`src/verilog/sso_pkg.sv`:
```
// stack and shift execution unit: shared constants and types
// assumes one 10 MHz core clock and a word-wide memory port on the same clock
// Functional notes
// RL1: pop reads word at stack pointer into destination, then stack pointer plus two.
// RL2: byte pop into register loads low byte, register high byte becomes zero.
// RL3: byte pop still advances stack pointer by two.
// RL4: push lowers stack pointer by two, then writes source at new address.
// RL5: byte push still lowers stack pointer by two.
// RL6: pop, push, subroutine exit keep negative, zero, carry, overflow flags.
// RL7: push and shifts keep oscillator-off, core-halt, interrupt-enable bits.
// RL8: subroutine exit loads program counter from stack, then stack pointer plus two.
// RL9: irq exit pops status word, then program counter, each adding two.
// RL10: irq exit restores all four flags and three mode bits from stack.
// RL11: shift left moves bits up, old top bit to carry, zero in.
// RL12: word left shifts set overflow when operand in 4000h..BFFFh.
// RL13: byte left shifts set overflow when operand in 40h..BFh.
// RL14: shifts set negative from result sign, zero when result is zero.
// RL15: left shifts load carry from operand top bit before shifting.
// RL16: rotate left puts old carry into bit zero, top bit to carry.
// RL17: shift right keeps top bit, copies it down, bit zero to carry.
// RL18: shift right clears overflow, carry from operand bit zero.
// RL19: byte shift right of register uses low byte, clears high byte.
// RL20: write to watchdog control at 120h without key flags a violation.
// RL21: byte operations use bit 7 for sign, carry and overflow.
// RL22: byte left shifts of a register clear the high byte.
package sso_pkg;

    typedef enum logic [2:0] {
        SSO_OP_POP,
        SSO_OP_PUSH,
        SSO_OP_SUB_EXIT,
        SSO_OP_IRQ_EXIT,
        SSO_OP_SHL,
        SSO_OP_ROL,
        SSO_OP_SHR,
        SSO_OP_LOAD_SW
    } sso_op_type;

    typedef enum logic [1:0] {
        SSO_ST_IDLE,
        SSO_ST_MEM,
        SSO_ST_DONE
    } sso_state_type;

    localparam int          SSO_C_POS        = 0;
    localparam int          SSO_Z_POS        = 1;
    localparam int          SSO_N_POS        = 2;
    localparam int          SSO_GIE_POS      = 3;
    localparam int          SSO_HALT_POS     = 4;
    localparam int          SSO_OSC_POS      = 5;
    localparam int          SSO_V_POS        = 8;
    localparam logic [15:0] SSO_FLAG_MASK    = 16'h0107;
    localparam logic [15:0] SSO_MODE_MASK    = 16'h0038;
    localparam logic [15:0] SSO_SP_STEP      = 16'h0002;
    localparam logic [15:0] SSO_SP_RESET     = 16'h0A00;
    localparam logic [15:0] SSO_SW_RESET     = 16'h0000;
    localparam logic [15:0] SSO_PC_RESET     = 16'h0000;
    localparam logic [15:0] SSO_WDT_ADDR     = 16'h0120;
    localparam logic [15:0] SSO_VW_LO        = 16'h4000;
    localparam logic [15:0] SSO_VW_HI        = 16'hC000;
    localparam logic [7:0]  SSO_VB_LO        = 8'h40;
    localparam logic [7:0]  SSO_VB_HI        = 8'hC0;

endpackage

```
`src/verilog/sso_core.sv`:
```
// stack, subroutine exit, irq exit and shift execution unit
// assumes a memory port on the same clock that answers each request with mem_ack
`timescale 1ns/1ps
module sso_core #(
    parameter logic [7:0] WDT_KEY = 8'h5A  // arbitrary key value
) (
    input  wire logic                clk,
    input  wire logic                rst,
    input  wire logic                clk_en,
    input  wire logic                cmd_valid,
    input  wire sso_pkg::sso_op_type cmd_op,
    input  wire logic                cmd_byte,
    input  wire logic                cmd_dst_is_reg,
    input  wire logic [15:0]         cmd_operand,
    input  wire logic [15:0]         mem_rdata,
    input  wire logic                mem_ack,
    output logic                     busy_q,
    output logic                     done_q,
    output logic      [15:0]         result_q,
    output logic      [15:0]         stack_pointer_q,
    output logic      [15:0]         status_word_q,
    output logic      [15:0]         pc_q,
    output logic                     mem_req_q,
    output logic                     mem_we_q,
    output logic                     mem_byte_q,
    output logic      [15:0]         mem_addr_q,
    output logic      [15:0]         mem_wdata_q,
    output logic                     wdt_violation_q
);
    sso_pkg::sso_state_type state_q;
    sso_pkg::sso_op_type    op_q;
    logic                   byte_q;
    logic                   dst_reg_q;
    logic [15:0]            operand_q;
    logic                   second_q;
    logic [15:0]            sp_at_cmd_q;
    logic [15:0]            sw_at_cmd_q;
    logic [15:0]            sh_result;
    logic                   sh_c;
    logic                   sh_v;
    logic                   sh_n;
    logic                   sh_z;
    logic                   accept;
    logic                   mem_done;

    assign accept   = clk_en && (state_q == sso_pkg::SSO_ST_IDLE) && cmd_valid;
    assign mem_done = clk_en && (state_q == sso_pkg::SSO_ST_MEM) && mem_ack;

    function automatic logic is_shift(input sso_pkg::sso_op_type op);
        is_shift = (op == sso_pkg::SSO_OP_SHL) || (op == sso_pkg::SSO_OP_ROL)
                || (op == sso_pkg::SSO_OP_SHR);
    endfunction

    sso_shift u_shift (
        .op         (op_q),
        .is_byte    (byte_q),
        .dst_is_reg (dst_reg_q),
        .operand    (operand_q),
        .carry_in   (status_word_q[sso_pkg::SSO_C_POS]),
        .result     (sh_result),
        .c_out      (sh_c),
        .v_out      (sh_v),
        .n_out      (sh_n),
        .z_out      (sh_z)
    );

    // command capture and sequencing
    always_ff @(posedge clk or posedge rst) begin
        if (rst) begin
            state_q     <= sso_pkg::SSO_ST_IDLE;
            op_q        <= sso_pkg::SSO_OP_POP;
            byte_q      <= 1'b0;
            dst_reg_q   <= 1'b0;
            operand_q   <= 16'h0000;
            second_q    <= 1'b0;
            sp_at_cmd_q <= sso_pkg::SSO_SP_RESET;
            sw_at_cmd_q <= sso_pkg::SSO_SW_RESET;
            busy_q      <= 1'b0;
            done_q      <= 1'b0;
        end else if (clk_en) begin
            done_q <= 1'b0;
            unique case (state_q)
                sso_pkg::SSO_ST_IDLE: begin
                    if (cmd_valid) begin
                        op_q        <= cmd_op;
                        byte_q      <= cmd_byte;
                        dst_reg_q   <= cmd_dst_is_reg;
                        operand_q   <= cmd_operand;
                        second_q    <= 1'b0;
                        sp_at_cmd_q <= stack_pointer_q;
                        sw_at_cmd_q <= status_word_q;
                        busy_q      <= 1'b1;
                        if (is_shift(cmd_op) || cmd_op == sso_pkg::SSO_OP_LOAD_SW) begin
                            state_q <= sso_pkg::SSO_ST_DONE;
                        end else begin
                            state_q <= sso_pkg::SSO_ST_MEM;
                        end
                    end
                end
                sso_pkg::SSO_ST_MEM: begin
                    if (mem_ack) begin
                        if (op_q == sso_pkg::SSO_OP_IRQ_EXIT && !second_q) begin
                            second_q <= 1'b1;  // [RL9]
                        end else begin
                            state_q <= sso_pkg::SSO_ST_DONE;
                        end
                    end
                end
                sso_pkg::SSO_ST_DONE: begin
                    state_q <= sso_pkg::SSO_ST_IDLE;
                    busy_q  <= 1'b0;
                    done_q  <= 1'b1;
                end
                default: begin
                    state_q <= sso_pkg::SSO_ST_IDLE;
                end
            endcase
        end
    end

    // stack pointer
    always_ff @(posedge clk or posedge rst) begin
        if (rst) begin
            stack_pointer_q <= sso_pkg::SSO_SP_RESET;
        end else if (clk_en) begin
            if (accept && cmd_op == sso_pkg::SSO_OP_PUSH) begin
                stack_pointer_q <= stack_pointer_q - sso_pkg::SSO_SP_STEP;  // [RL4] [RL5]
            end else if (mem_done && op_q != sso_pkg::SSO_OP_PUSH) begin
                stack_pointer_q <= stack_pointer_q + sso_pkg::SSO_SP_STEP;  // [RL1] [RL3] [RL8] [RL9]
            end
        end
    end

    // memory request port
    always_ff @(posedge clk or posedge rst) begin
        if (rst) begin
            mem_req_q   <= 1'b0;
            mem_we_q    <= 1'b0;
            mem_byte_q  <= 1'b0;
            mem_addr_q  <= 16'h0000;
            mem_wdata_q <= 16'h0000;
        end else if (clk_en) begin
            if (accept && !is_shift(cmd_op) && cmd_op != sso_pkg::SSO_OP_LOAD_SW) begin
                mem_req_q  <= 1'b1;
                mem_byte_q <= cmd_byte;
                if (cmd_op == sso_pkg::SSO_OP_PUSH) begin
                    mem_we_q    <= 1'b1;
                    mem_addr_q  <= stack_pointer_q - sso_pkg::SSO_SP_STEP;  // [RL4]
                    mem_wdata_q <= cmd_operand;
                end else begin
                    mem_we_q   <= 1'b0;
                    mem_addr_q <= stack_pointer_q;  // [RL1] [RL8]
                end
            end else if (mem_done) begin
                if (op_q == sso_pkg::SSO_OP_IRQ_EXIT && !second_q) begin
                    mem_addr_q <= stack_pointer_q + sso_pkg::SSO_SP_STEP;  // [RL9]
                end else begin
                    mem_req_q <= 1'b0;
                    mem_we_q  <= 1'b0;
                end
            end
        end
    end

    // destination result
    always_ff @(posedge clk or posedge rst) begin
        if (rst) begin
            result_q <= 16'h0000;
        end else if (clk_en) begin
            if (mem_done && op_q == sso_pkg::SSO_OP_POP) begin
                if (byte_q) begin
                    result_q <= {dst_reg_q ? 8'h00 : operand_q[15:8], mem_rdata[7:0]};  // [RL2]
                end else begin
                    result_q <= mem_rdata;  // [RL1]
                end
            end else if (state_q == sso_pkg::SSO_ST_DONE && is_shift(op_q)) begin
                result_q <= sh_result;
            end
        end
    end

    // status word: flags only change on shifts, irq exit and explicit loads [RL6]
    always_ff @(posedge clk or posedge rst) begin
        if (rst) begin
            status_word_q <= sso_pkg::SSO_SW_RESET;
        end else if (clk_en) begin
            if (state_q == sso_pkg::SSO_ST_DONE && op_q == sso_pkg::SSO_OP_LOAD_SW) begin
                status_word_q <= operand_q;
            end else if (mem_done && op_q == sso_pkg::SSO_OP_IRQ_EXIT && !second_q) begin
                status_word_q <= mem_rdata;  // [RL10]
            end else if (state_q == sso_pkg::SSO_ST_DONE && is_shift(op_q)) begin
                status_word_q[sso_pkg::SSO_C_POS] <= sh_c;  // [RL7] mode bits untouched
                status_word_q[sso_pkg::SSO_Z_POS] <= sh_z;
                status_word_q[sso_pkg::SSO_N_POS] <= sh_n;
                status_word_q[sso_pkg::SSO_V_POS] <= sh_v;
            end
        end
    end

    // program counter
    always_ff @(posedge clk or posedge rst) begin
        if (rst) begin
            pc_q <= sso_pkg::SSO_PC_RESET;
        end else if (clk_en && mem_done) begin
            if (op_q == sso_pkg::SSO_OP_SUB_EXIT
                || (op_q == sso_pkg::SSO_OP_IRQ_EXIT && second_q)) begin
                pc_q <= mem_rdata;  // [RL8] [RL9]
            end
        end
    end

    // watchdog control write check
    always_ff @(posedge clk or posedge rst) begin
        if (rst) begin
            wdt_violation_q <= 1'b0;
        end else if (clk_en) begin
            wdt_violation_q <= mem_done && mem_we_q && mem_addr_q == sso_pkg::SSO_WDT_ADDR
                               && mem_wdata_q[15:8] != WDT_KEY;  // [RL20]
        end
    end

    property p_pop_sp;
        @(posedge clk) disable iff (rst)
        (done_q && op_q == sso_pkg::SSO_OP_POP)
            |-> stack_pointer_q == sp_at_cmd_q + sso_pkg::SSO_SP_STEP;
    endproperty
    a_pop_sp: assert property (p_pop_sp) else $error("pop stack step wrong"); // [RL1] [RL3]

    property p_pop_byte;
        @(posedge clk) disable iff (rst)
        (done_q && op_q == sso_pkg::SSO_OP_POP && byte_q && dst_reg_q)
            |-> result_q[15:8] == 8'h00;
    endproperty
    a_pop_byte: assert property (p_pop_byte) else $error("byte pop high byte set"); // [RL2]

    property p_push_addr;
        @(posedge clk) disable iff (rst)
        (mem_req_q && mem_we_q)
            |-> mem_addr_q == stack_pointer_q
                && stack_pointer_q == sp_at_cmd_q - sso_pkg::SSO_SP_STEP;
    endproperty
    a_push_addr: assert property (p_push_addr) else $error("push address wrong"); // [RL4] [RL5]

    property p_flags_kept;
        @(posedge clk) disable iff (rst)
        (done_q && (op_q == sso_pkg::SSO_OP_POP || op_q == sso_pkg::SSO_OP_PUSH
                    || op_q == sso_pkg::SSO_OP_SUB_EXIT))
            |-> status_word_q == sw_at_cmd_q;
    endproperty
    a_flags_kept: assert property (p_flags_kept) else $error("flags changed"); // [RL6]

    property p_mode_kept;
        @(posedge clk) disable iff (rst)
        (done_q && (is_shift(op_q) || op_q == sso_pkg::SSO_OP_PUSH))
            |-> (status_word_q & sso_pkg::SSO_MODE_MASK) == (sw_at_cmd_q & sso_pkg::SSO_MODE_MASK);
    endproperty
    a_mode_kept: assert property (p_mode_kept) else $error("mode bits changed"); // [RL7]

    property p_ret_sp;
        @(posedge clk) disable iff (rst)
        (done_q && op_q == sso_pkg::SSO_OP_SUB_EXIT)
            |-> stack_pointer_q == sp_at_cmd_q + sso_pkg::SSO_SP_STEP;
    endproperty
    a_ret_sp: assert property (p_ret_sp) else $error("return stack step wrong"); // [RL8]

    property p_irq_exit_sp;
        @(posedge clk) disable iff (rst)
        (done_q && op_q == sso_pkg::SSO_OP_IRQ_EXIT)
            |-> stack_pointer_q == sp_at_cmd_q + 16'h0004;
    endproperty
    a_irq_exit_sp: assert property (p_irq_exit_sp) else $error("irq exit stack step wrong"); // [RL9]

    property p_shl_v;
        @(posedge clk) disable iff (rst)
        (done_q && !byte_q && (op_q == sso_pkg::SSO_OP_SHL || op_q == sso_pkg::SSO_OP_ROL))
            |-> status_word_q[sso_pkg::SSO_V_POS]
                == (operand_q >= 16'h4000 && operand_q < 16'hC000)
                && status_word_q[sso_pkg::SSO_C_POS] == operand_q[15];
    endproperty
    a_shl_v: assert property (p_shl_v) else $error("left shift flags wrong"); // [RL12] [RL15]

    property p_shr;
        @(posedge clk) disable iff (rst)
        (done_q && op_q == sso_pkg::SSO_OP_SHR)
            |-> !status_word_q[sso_pkg::SSO_V_POS]
                && status_word_q[sso_pkg::SSO_C_POS] == operand_q[0];
    endproperty
    a_shr: assert property (p_shr) else $error("right shift flags wrong"); // [RL18]

    property p_wdt;
        @(posedge clk) disable iff (rst)
        (clk_en && mem_done && mem_we_q && mem_addr_q == 16'h0120
         && mem_wdata_q[15:8] != WDT_KEY) |=> wdt_violation_q;
    endproperty
    a_wdt: assert property (p_wdt) else $error("watchdog violation missed"); // [RL20]

    c_pop:  cover property (@(posedge clk) done_q && op_q == sso_pkg::SSO_OP_POP);
    c_push: cover property (@(posedge clk) done_q && op_q == sso_pkg::SSO_OP_PUSH);
    c_irq_exit: cover property (@(posedge clk) done_q && op_q == sso_pkg::SSO_OP_IRQ_EXIT);
    c_rol:  cover property (@(posedge clk) done_q && op_q == sso_pkg::SSO_OP_ROL && byte_q);
endmodule

```
`src/verilog/sso_shift.sv`:
```
// one-place shift and rotate datapath with flag results
// assumes operand and carry held stable by the caller
`timescale 1ns/1ps
module sso_shift (
    input  wire sso_pkg::sso_op_type op,
    input  wire logic                is_byte,
    input  wire logic                dst_is_reg,
    input  wire logic [15:0]         operand,
    input  wire logic                carry_in,
    output logic      [15:0]         result,
    output logic                     c_out,
    output logic                     v_out,
    output logic                     n_out,
    output logic                     z_out
);
    logic [7:0] lo;
    logic [7:0] hi_keep;

    always_comb begin
        lo      = operand[7:0];
        hi_keep = dst_is_reg ? 8'h00 : operand[15:8];  // [RL19] [RL22]
        result  = operand;
        c_out   = carry_in;
        v_out   = 1'b0;
        if (is_byte) begin
            unique case (op)
                sso_pkg::SSO_OP_SHL, sso_pkg::SSO_OP_ROL: begin
                    result = {hi_keep, lo[6:0],
                              (op == sso_pkg::SSO_OP_ROL) ? carry_in : 1'b0};  // [RL16] [RL11]
                    c_out  = lo[7];  // [RL21] [RL15]
                    v_out  = (lo >= sso_pkg::SSO_VB_LO) && (lo < sso_pkg::SSO_VB_HI);  // [RL13]
                end
                sso_pkg::SSO_OP_SHR: begin
                    result = {hi_keep, lo[7], lo[7:1]};  // [RL17] [RL19]
                    c_out  = lo[0];  // [RL18]
                end
                default: begin
                    result = operand;
                end
            endcase
            n_out = result[7];  // [RL21] [RL14]
            z_out = (result[7:0] == 8'h00);
        end else begin
            unique case (op)
                sso_pkg::SSO_OP_SHL, sso_pkg::SSO_OP_ROL: begin
                    result = {operand[14:0],
                              (op == sso_pkg::SSO_OP_ROL) ? carry_in : 1'b0};  // [RL11] [RL16]
                    c_out  = operand[15];  // [RL15]
                    v_out  = (operand >= sso_pkg::SSO_VW_LO) && (operand < sso_pkg::SSO_VW_HI);  // [RL12]
                end
                sso_pkg::SSO_OP_SHR: begin
                    result = {operand[15], operand[15:1]};  // [RL17]
                    c_out  = operand[0];  // [RL18]
                end
                default: begin
                    result = operand;
                end
            endcase
            n_out = result[15];  // [RL14]
            z_out = (result == 16'h0000);
        end
    end
endmodule
```
`config.mk`:
```
export PLATFORM = sky130hd
export DESIGN_NAME = sso_core
export DESIGN_NICKNAME = d
export VERILOG_FILES = /design/src/verilog/sso_pkg.sv /design/src/verilog/sso_core.sv /design/src/verilog/sso_shift.sv
export SDC_FILE = /design/constraint.sdc
export NUM_CORES = 1
export LEC_CHECK = 0
export BUFFER_PORTS_ARGS = -buffer_cell sky130_fd_sc_hd__buf_2
export CORE_AREA = 2 2 124 126
export DETAILED_ROUTE_END_ITERATION = 10
export DIE_AREA = 0 0 126 128
export PLACE_DENSITY = 0.7
export SYNTH_ARGS = -nofsm -noshare
export SYNTH_HDL_FRONTEND = slang
export SYNTH_SLANG_ARGS = --single-unit
```
`constraint.sdc`:
```
create_clock -name clk -period 5.3 [get_ports clk]
set_input_delay 1.06 -clock clk [delete_from_list [all_inputs] [get_ports clk]]
set_output_delay 1.06 -clock clk [all_outputs]
set_load 0.005 [all_outputs]
```
==> flow_summary.yaml, run 1 <==
setup_path:
  start_kind: "primary input"
  worstPathRequired_ps: 5650
  endpoint: "mem_addr_q[12]"
  critPathBufInv: 1
  cp_num_cells: 6
  crit_type: "primary input to register"
  endpoint_kind: "register"
  path_max_fanout: 25
  r2r_slack_ps: 2720
  worstRegToRegCells: 5
  worstReg2RegEnd: "mem_addr_q[12]"
  crit_start: "clk_en"
  path_cells: "buf_2, nand4bb_4, nor3_4, nand4_1, a211o_1, nand3_1"
  cp_data_arrival_time_ps: 3150
  rr_startpoint: "state_q[0]"
  cp_top_family: "simple AND/OR/NAND/NOR gates"
  slowest_stage: "nor3_4"
  slowest_delay_ps: 860
floorplanning:
  die-area_um2: 16100
  dieWidth_um: 126
  io_pins: 144
  floorplan.initialDensity: 0.447
  die_h_um: 128
  num_rows: 45
  coreArea_um2: 14900
drt:
  vias: 5713
  wire_per_inst_um: 18.3
  drtAntennaViolNets: 0
  drt_iter0_markers: 416
  drt_pass1_iterations: 5
  avgViaCountPerCell: 5.76
  drc: 0
  wirelength_mm: 18.2
timing:
  slew_viol_final: 0
  max_slew_margin: 0.270
  clock_skew_ps: 6.03
  rsz0062_at_grt: "no"
  fin_crit_sh: 0.527
  setup_violations: 0
  finalCriticalPeriod_ps: 2790
  worst_pin_slew_ps: 1090
  hold_viol_final: 0
  worst_slack_ps: 2510
  clock.fmax_mhz: 358
  setup_tns_ps: 0
synth:
  synth-warning-count: 0
  synth_top_area_cell: "dfrtp_1"
  netlist_instances: 677
  synth.yosys.seq_area_share: 0.467
  synth_top_cell_area_share: 0.459
  ys_ff_latch: 124
  synthTopCellsByArea: "dfrtp_1 (46%), nand2_1 (8.3%), mux2_2 (2.7%), o21ai_0 (2.2%), xor2_1 (2.1%)"
  avgSynthCellArea_um2: 9.82
  synth_edf_count: 0
  ys.flop_type: "dfrtp_1"
  async_flop_share: 1.00
  syn_area_um2: 6650
  ys_types: 85
power_and_ir_drop:
  swShare: 0.381
  p_per_area_nw_per_um2: 604
  peakVddDrop_v: 0.000353
  p_leak_nw: 3.86
  power_frac_clock: 0.258
  power_mw: 4.80
  pwr-share-comb: 0.344
  net-switching-power_mw: 1.83
  intPower_mw: 2.97
  seqPwrFrac: 0.397
placed_design:
  place_inst: 960
  dp_hpwl_mm: 12.9
  placed_cell_area_um2: 7310
  gp_congestion: 0.897
  numPortBuffers: 141
  place_ws_ps: 2080
global_route:
  grt_pass1_wl_mm: 28.7
  grt_pass1_vias: 5262
  grt_use_total: 0.227
  antenna_found_initial: 0
  grt_max_degree: 68
  overflow: 0
clock_network:
  cts_sinks: 124
  cts_setup_buffers: 0
  cts_hold_buf: 0
  clock-root-buffer: "clkbuf_16"
  htreeDepth: 4
  post_cts_resize_count: 0
  insertion_delay_ps: 420
  clkTransAtPathRegs_ps: 50
  clockBufferDepth: 2
  cts_tree: "done"
  cts-buffers-inserted: 17
min_path:
  hp-class: "register to register"
layout:
  regArea_um2: 3110
  n_antenna_cell: 0
  fin_cells: 992
  drive_gt1_frac: 0.279
  syn2layout_area_growth_pct: 19.4
  fin_area_um2: 7940
  fin_nets: 835
  multi_input_area_um2: 3160
  n_fill_cell: 1385
run_status:
  outcome: "finished clean"
flow_run:
  maxCapViolCount: 0
[final cells by class]
type	count	area share
repair buffers	145	0.0927
clock buffers	22	0.0585
well taps	188	0.0296
inverters	18	0.00883
multi-input cells	485	0.399
clock inverters	10	0.0206
flip-flops and latches	124	0.391
[worst reg2reg max path: cells and delay by family, from the launching register on]
| family | cells | cell delay, ps |
|---|---|---|
| compound gates | 1 | 360 |
| simple gates | 4 | 1640 |
| flops | 1 | 510 |
[placed cells by master, fill, tap and decap left out, drive strengths merged, types with 5 or more instances in the layout]
master,instances
mux2,17
nand3,16
a21oi,7
nor2,35
buf,145
xnor2,12
o21ai,40
xor2,16
inv,18
o22ai,14
nand2,147
mux2i,12
nand4,7
nor2b,6
nor3,10
a211oi,9
o211ai,5
nand2b,6
a222oi,7
o21a,12
nor4,7
dfrtp,122
o221ai,10
clkbuf,22
[routing by layer]
metal,up-vias,wire [µm],track usage
li1,2658,-,-
met1,2772,8250,0.324
met2,255,8260,0.342
met3,28,1290,0.0534
met4,0,353,0.0776
met5,-,0,0
[how the worst min path moves through the flow]
stage                     startpoint                to  slack, ps  depth (start not counted)
detailed placement    mem_wdata_q[6]    mem_wdata_q[6]        460                          2
floorplan                  mem_req_q         mem_req_q        470                          2
global placement      mem_wdata_q[6]    mem_wdata_q[6]        460                          2
CTS                   mem_wdata_q[6]    mem_wdata_q[6]        470                          2
global route        status_word_q[2]  status_word_q[2]        500                          1
finish                mem_wdata_q[6]    mem_wdata_q[6]        470                          2
[per-stage QoR]
step                      utilization  hold WS (ps)
after floorplan                     -           468
after global placement          0.492           457
after detailed placement        0.492           457
after CTS                       0.534           471
after global routing            0.534           501
final                           0.534           468
[state kept, by name (all words and copies together), names as in the netlist, 2 cells and up]
register and cells:
result_q 16, status_word_q 16, mem_addr_q 15, op_q 3
mem_wdata_q 16, pc_q 16, operand_q 16, stack_pointer_q 15
state_q 2
[Yosys cell counts (all sizes together) (5+ instances only)]
cell type and instances:
inv 18, o22ai 14, nor2 35, xnor2 12, xor2 16, o211ai 5, dfrtp 122, mux2 17
a222oi 7, o21ai 40, nor4 7, o21a 12, nand4 7, buf 28, o221ai 10, clkbuf 23
a21oi 7, a211oi 9, nor3 10, nor2b 6, nand3 16, nand2b 6, nand2 147, mux2i 12
[power groups by stage]
stage / clock (mW) / sequential, mW / combinational (mW)
final: 1.24 / 1.91 / 1.65
after global routing: 1.30 / 1.98 / 1.83
after CTS: 1.25 / 1.90 / 1.65
after detailed placement: 0 / 1.90 / 1.64
after global placement: 0 / 1.90 / 1.61
after floorplan: 0 / 1.67 / 1.28
[cell families (layout without fill, tap and decap cells)]
logic type	Yosys count	in the layout	synth area share
xor+xnor	28	28	0.0369
simple gates	271	271	0.214
other cells	1	2	0.000564
fa+ha+maj	2	2	0.00376
flops	124	124	0.467
compound gates	152	152	0.169
mux	30	30	0.0508
buf+inv	69	195	0.0576
No activity file was read; power rests on OpenSTA's default activity.
==> inputs of run 2 (changes only) <==
--- a/config.mk
+++ b/config.mk
@@ -9,7 +9,7 @@
 export CORE_AREA = 2 2 124 126
 export DETAILED_ROUTE_END_ITERATION = 10
 export DIE_AREA = 0 0 126 128
-export PLACE_DENSITY = 0.7
+export PLACE_DENSITY = 0.73
 export SYNTH_ARGS = -nofsm -noshare
 export SYNTH_HDL_FRONTEND = slang
 export SYNTH_SLANG_ARGS = --single-unit
==> constraint.sdc (replaced) <==
create_clock -name clk -period 2.3 [get_ports clk]
set_input_delay 0.46 -clock clk [delete_from_list [all_inputs] [get_ports clk]]
set_output_delay 0.46 -clock clk [all_outputs]
set_load 0.005 [all_outputs]
==> run 2 against run 1 <==
Against the previous run: worst hold slack lost 420 ps; die area is the same; global-route usage is 0.44 points higher; flip-flop and latch count is the same; worst setup slack got worse by 2300 ps; critical path depth fell by 1; via count is 2.0% higher; utilization increased by 1.6 points; final area increased by 3.0%; count of clock-buffer cells in the layout is 2 lower; critical endpoint is now status_word_q[1].
==> flow_summary.yaml, run 2 (synthesis gave the netlist of run 1 again) <==
run_status:
  outcome: "finished clean"
clock_network:
  insertion_delay_ps: 420
  cts-buffers-inserted: 17
  cts_hold_buf: 0
  clock-root-buffer: "clkbuf_16"
  post_cts_resize_count: 0
  clkTransAtPathRegs_ps: 60
  htreeDepth: 4
  clockBufferDepth: 2
  cts_sinks: 124
  cts_tree: "done"
  cts_setup_buffers: 0
global_route:
  grt_max_degree: 48
  met1_usage: 0.311
  grt_use_total: 0.232
  top_usage_layer: "met2"
  grt_pass1_vias: 5461
  grt_pass1_wl_mm: 29.5
  grt_use_met3: 0.0568
  antenna_found_initial: 0
  overflow: 0
  use_met2: 0.375
setup_path:
  cp_top_family: "simple AND/OR/NAND/NOR gates"
  worstReg2RegEnd: "status_word_q[1]"
  start_kind: "register"
  critPathBufInv: 0
  endpoint: "status_word_q[1]"
  path_max_fanout: 16
  worstRegToRegCells: 5
  path_cells: "and3b_1, or4_1, o221ai_1, a41oi_1, o41ai_2"
  cp_num_cells: 5
  endpoint_kind: "register"
  rr_startpoint: "op_q[0]"
  cp_data_arrival_time_ps: 2390
  r2r_slack_ps: 240
  crit_type: "register to register"
  crit_start: "op_q[0]"
  worstPathRequired_ps: 2620
  slowest_stage: "dfrtp_1"
  slowest_delay_ps: 640
drt:
  drtAntennaViolNets: 0
  vias: 5827
  drt_iter0_markers: 470
  wire_per_inst_um: 18.1
  drt_pass1_iterations: 5
  wirelength_mm: 18.5
  avgViaCountPerCell: 5.70
  drc: 0
layout:
  n_antenna_cell: 0
  n_fill_cell: 1359
  final_util: 0.550
  multi_input_area_um2: 3160
  fin_nets: 865
  layout_commonest_cell: "nand2_1"
  syn2layout_area_growth_pct: 23.0
  fin_area_um2: 8180
  final_cell_mix: "nand2_1 (147), buf_2 (141), dfrtp_1 (122)"
  fin_cells: 1022
  regArea_um2: 3110
  drive_gt1_frac: 0.307
placed_design:
  placed_cell_area_um2: 7560
  numPortBuffers: 141
  dp_hpwl_mm: 13.8
  gp_congestion: 0.926
  place_inst: 990
timing:
  clock.fmax_mhz: 485
  setup_tns_ps: 0
  slew_viol_final: 0
  rsz0062_at_grt: "no"
  hold_viol_final: 0
  fin_crit_sh: 0.897
  clock_skew_ps: 6.27
  max_slew_margin: 0.578
  finalCriticalPeriod_ps: 2060
  setup_violations: 0
  timing.hold.ws_ps: 50.6
  worst_pin_slew_ps: 628
floorplanning:
  die-area_um2: 16100
  dieWidth_um: 126
  coreArea_um2: 14900
  die_h_um: 128
  io_pins: 144
  floorplan.initialDensity: 0.447
  num_rows: 45
flow_run:
  maxCapViolCount: 0
min_path:
  hp-class: "primary input to asynchronous set/reset pin"
power_and_ir_drop:
  p_leak_nw: 4.02
  p_per_area_nw_per_um2: 1370
  peakVddDrop_v: 0.000740
-- run 2: final cells by class --
type,instances,share of cell area
Sequential cell,124,0.380
Multi-Input combinational cell,485,0.387
Clock inverter,12,0.0194
Timing Repair Buffer,175,0.121
Inverter,18,0.00872
Tap cell,188,0.0288
Clock buffer,20,0.0558
-- run 2: report_power, final --
group	internal, mW	switching, mW	total (mW)	leakage [nW]
Combinational	2.00	2.18	4.18	2.14
Clock	1.77	1.02	2.79	0.297
Sequential	3.15	1.10	4.25	1.58
-- run 2: worst min-delay path by stage --
stage,start,slack (ps),end
after CTS,rst,50,status_word_q[1]
final,rst,50,status_word_q[1]
after global routing,rst,60,mem_addr_q[4]
after detailed placement,mem_req_q,460,mem_req_q
after global placement,status_word_q[2],460,status_word_q[2]
after floorplan,mem_req_q,470,mem_req_q
-- run 2: through the flow --
| stage | total power [mW] | setup WS (ps) |
|---|---|---|
| after global placement | 8.32 | 257 |
| final | 11.2 | 236 |
| after floorplan | 6.79 | 316 |
| after CTS | 11.2 | 244 |
| after global routing | 11.9 | 102 |
| after detailed placement | 8.41 | 193 |
-- run 2: routing by layer --
metal | part of all wire | wire length (µm)
met4 | 0.014 | 268
met5 | 0 | 0
met2 | 0.48 | 8930
met3 | 0.072 | 1330
met1 | 0.43 | 7960
==> inputs of run 3 (changes only) <==
--- a/config.mk
+++ b/config.mk
@@ -6,10 +6,11 @@
 export NUM_CORES = 1
 export LEC_CHECK = 0
 export BUFFER_PORTS_ARGS = -buffer_cell sky130_fd_sc_hd__buf_2
-export CORE_AREA = 2 2 124 126
+export CORE_AREA = 2 2 126 128
 export DETAILED_ROUTE_END_ITERATION = 10
-export DIE_AREA = 0 0 126 128
-export PLACE_DENSITY = 0.73
+export DIE_AREA = 0 0 128 130
+export PLACE_DENSITY = 0.72
 export SYNTH_ARGS = -nofsm -noshare
 export SYNTH_HDL_FRONTEND = slang
+export SYNTH_HIERARCHICAL = 1
 export SYNTH_SLANG_ARGS = --single-unit
==> run 3 against run 2 <==
Against the previous run: flip-flop and latch count unchanged; final cell count rose by 8.2%; non-clock buffer count increased by 21; total power grew 2.6%; first-iteration DRC count increased by 8.5%; worst setup slack worse by 160 ps; maximum frequency decreased by 7.1%; die area rose by 3.2%; critical endpoint unchanged.
==> flow_summary.yaml, run 3 <==
timing:
  finalCriticalPeriod_ps: 2220
  clock_skew_ps: 9.67
  fin_crit_sh: 0.965
  rsz0062_at_grt: "no"
  worst_pin_slew_ps: 824
  hold_viol_final: 0
  setup_violations: 0
  max_slew_margin: 0.449
  clock.fmax_mhz: 450
  slew_viol_final: 0
  setup_tns_ps: 0
clock_network:
  clockBufferDepth: 2
  cts_hold_buf: 0
  htreeDepth: 4
  clock-root-buffer: "clkbuf_16"
  clkTransAtPathRegs_ps: 60
  insertion_delay_ps: 420
  cts_tree: "done"
  cts-buffers-inserted: 17
  cts_sinks: 124
power_and_ir_drop:
  p_per_area_nw_per_um2: 1330
  power_mw: 11.5
  p_leak_nw: 4.09
  peakVddDrop_v: 0.000582
layout:
  drive_gt1_frac: 0.318
  final_cell_mix: "nand2_1 (145), buf_2 (141), dfrtp_1 (121)"
  syn2layout_area_growth_pct: 25.4
  fin_cells: 1106
  fin_nets: 945
  layout_commonest_cell: "nand2_1"
drt:
  avgViaCountPerCell: 5.69
  dr_wl_met2_mm: 9.16
  drtAntennaViolNets: 0
  met1Wirelength_mm: 8.42
  drt_iter0_markers: 510
  wl_met3_mm: 1.38
  highest-signal-layer: "met4"
  drt_pass1_iterations: 7
  vias: 6297
  wirelength_mm: 19.4
  drc: 0
  wire_per_inst_um: 17.5
synth:
  synth.area.mux_share: 0.0925
  synth.yosys.seq_area_share: 0.452
  ys_types: 72
  synthTopCellsByArea: "dfrtp_1 (44%), nand2_1 (7.9%), mux2_2 (5.9%), o21ai_0 (3.4%), mux2i_1 (3.4%)"
  synth-simple-area-share: 0.203
  synth_fa_ha_area_frac: 0.00364
  synthTopCellsByCount: "nand2_1 (145), dfrtp_1 (122), o21ai_0 (47)"
  yosysMostFrequentCell: "nand2_1"
  synth_top_cell_area_share: 0.444
  netlist_instances: 739
  async_flop_share: 1.00
  synth_top_area_cell: "dfrtp_1"
  avgSynthCellArea_um2: 9.30
  synth-warning-count: 6
  synth_top_family_by_area: "simple AND/OR/NAND/NOR gates"
  synth-xor-area-share: 0.0344
  synth_compound_area_frac: 0.168
  syn_area_um2: 6870
  ys.flop_type: "dfrtp_1"
  synth_edf_count: 0
  ys_ff_latch: 124
min_path:
  hp-class: "primary input to asynchronous set/reset pin"
floorplanning:
  num_rows: 46
  coreArea_um2: 15400
  floorplan.initialDensity: 0.445
  io_pins: 144
  dieWidth_um: 128
  die-area_um2: 16600
  die_h_um: 130
placed_design:
  numPortBuffers: 141
  dp_hpwl_mm: 13.7
  place_inst: 1072
  gp_congestion: 0.912
global_route:
  grt_pass1_wl_mm: 30.1
  grt_pass1_vias: 5741
  antenna_found_initial: 0
  grt_use_total: 0.232
  overflow: 0
  grt_max_degree: 125
setup_path:
  worstReg2RegEnd: "status_word_q[1]"
  endpoint_kind: "register"
  crit_type: "register to register"
  rr_startpoint: "op_q[1]"
  cp_data_arrival_time_ps: 2580
  start_kind: "register"
  worstRegToRegCells: 9
  worstPathRequired_ps: 2660
  r2r_slack_ps: 80
  path_max_fanout: 4
run_status:
  outcome: "finished clean"
flow_run:
  maxCapViolCount: 0
==> run 3: cell types whose count changed after synthesis, moves of 8 or more <==
cell | before | now
mux2_2 | 16 | 36
inv_1 | 18 | 10
o21ai_1 | 11 | 1
o31ai_1 | 3 | 16
o221ai_1 | 10 | 2
clkbuf_1 | 19 | 32
mux2i_1 | 12 | 23
o21ai_0 | 29 | 47
o22ai_1 | 14 | 25
o21a_1 | 12 | 4
a21oi_1 | 7 | 34
nand2b_1 | 6 | 15
nor2b_1 | 6 | 15
==> run 3: cells by family after synthesis <==
family | count (synthesis)
muxes | 59
AOI/OAI and AO/OA | 176
xor gates and xnor gates | 27
buffers and inverters | 65
DFF | 124
adders and majority gates | 2
and+or+nand+nor | 285
other | 1
==> run 3: final cells by class <==
cell class,instances,area (µm²)
well taps,192,240
clock buffers,23,458
repair buffers,196,1160
clock inverters,8,118
inverters,11,45.0
diodes,1,2.50
flip-flops and latches,124,3110
fillers,1369,6810
multi-input cells,551,3490
==> run 3: timing repair <==
item / CTS / global route
endpoints found under the setup margin: 0 / 4
resized for setup: 0 / 4
setup buffers: 0 / 2
==> run 3: how the worst max path moves through the flow <==
stage | start | cells after the start | end | slack, ps
global route | op_q[0] | 9 | status_word_q[1] | 0.4
CTS | op_q[1] | 9 | status_word_q[1] | 90
global placement | op_q[1] | 8 | status_word_q[1] | 120
finish | op_q[1] | 9 | status_word_q[1] | 80
floorplan | stack_pointer_q[10] | 8 | mem_addr_q[15] | 30
detailed placement | op_q[1] | 9 | status_word_q[1] | 110
==> run 3: critical path: stages, from the launching register on <==
cell and delay, ps:
dfrtp_1 380, buf_4 150, nor2b_4 160, mux2i_2 250, o211ai_1 130, o41ai_2 420
and4b_1 240, nand2_1 60, a311oi_2 270, a21o_1 110
==> run 3: per-layer routing <==
metal  vias to the layer above  GRT usage
li1                       2950          -
met1                      3029      0.311
met2                       286      0.373
met3                        32     0.0517
met4                         0     0.0866
met5                         -          0
==> run 3: power by group <==
| part | internal [mW] | switching, mW |
|---|---|---|
| combinational | 2.30 | 2.54 |
| sequential | 3.08 | 0.918 |
| clock | 1.72 | 0.940 |
==> run 3: through the flow <==
step,utilization,setup slack [ps],area [µm²],hold WS (ps)
final,0.559,79.4,8620,184
after CTS,0.557,90.3,8580,241
after global routing,0.558,0.449,8610,250
after detailed placement,0.519,111,8010,462
after global placement,0.519,117,8010,454
after floorplan,-,25.9,6880,469
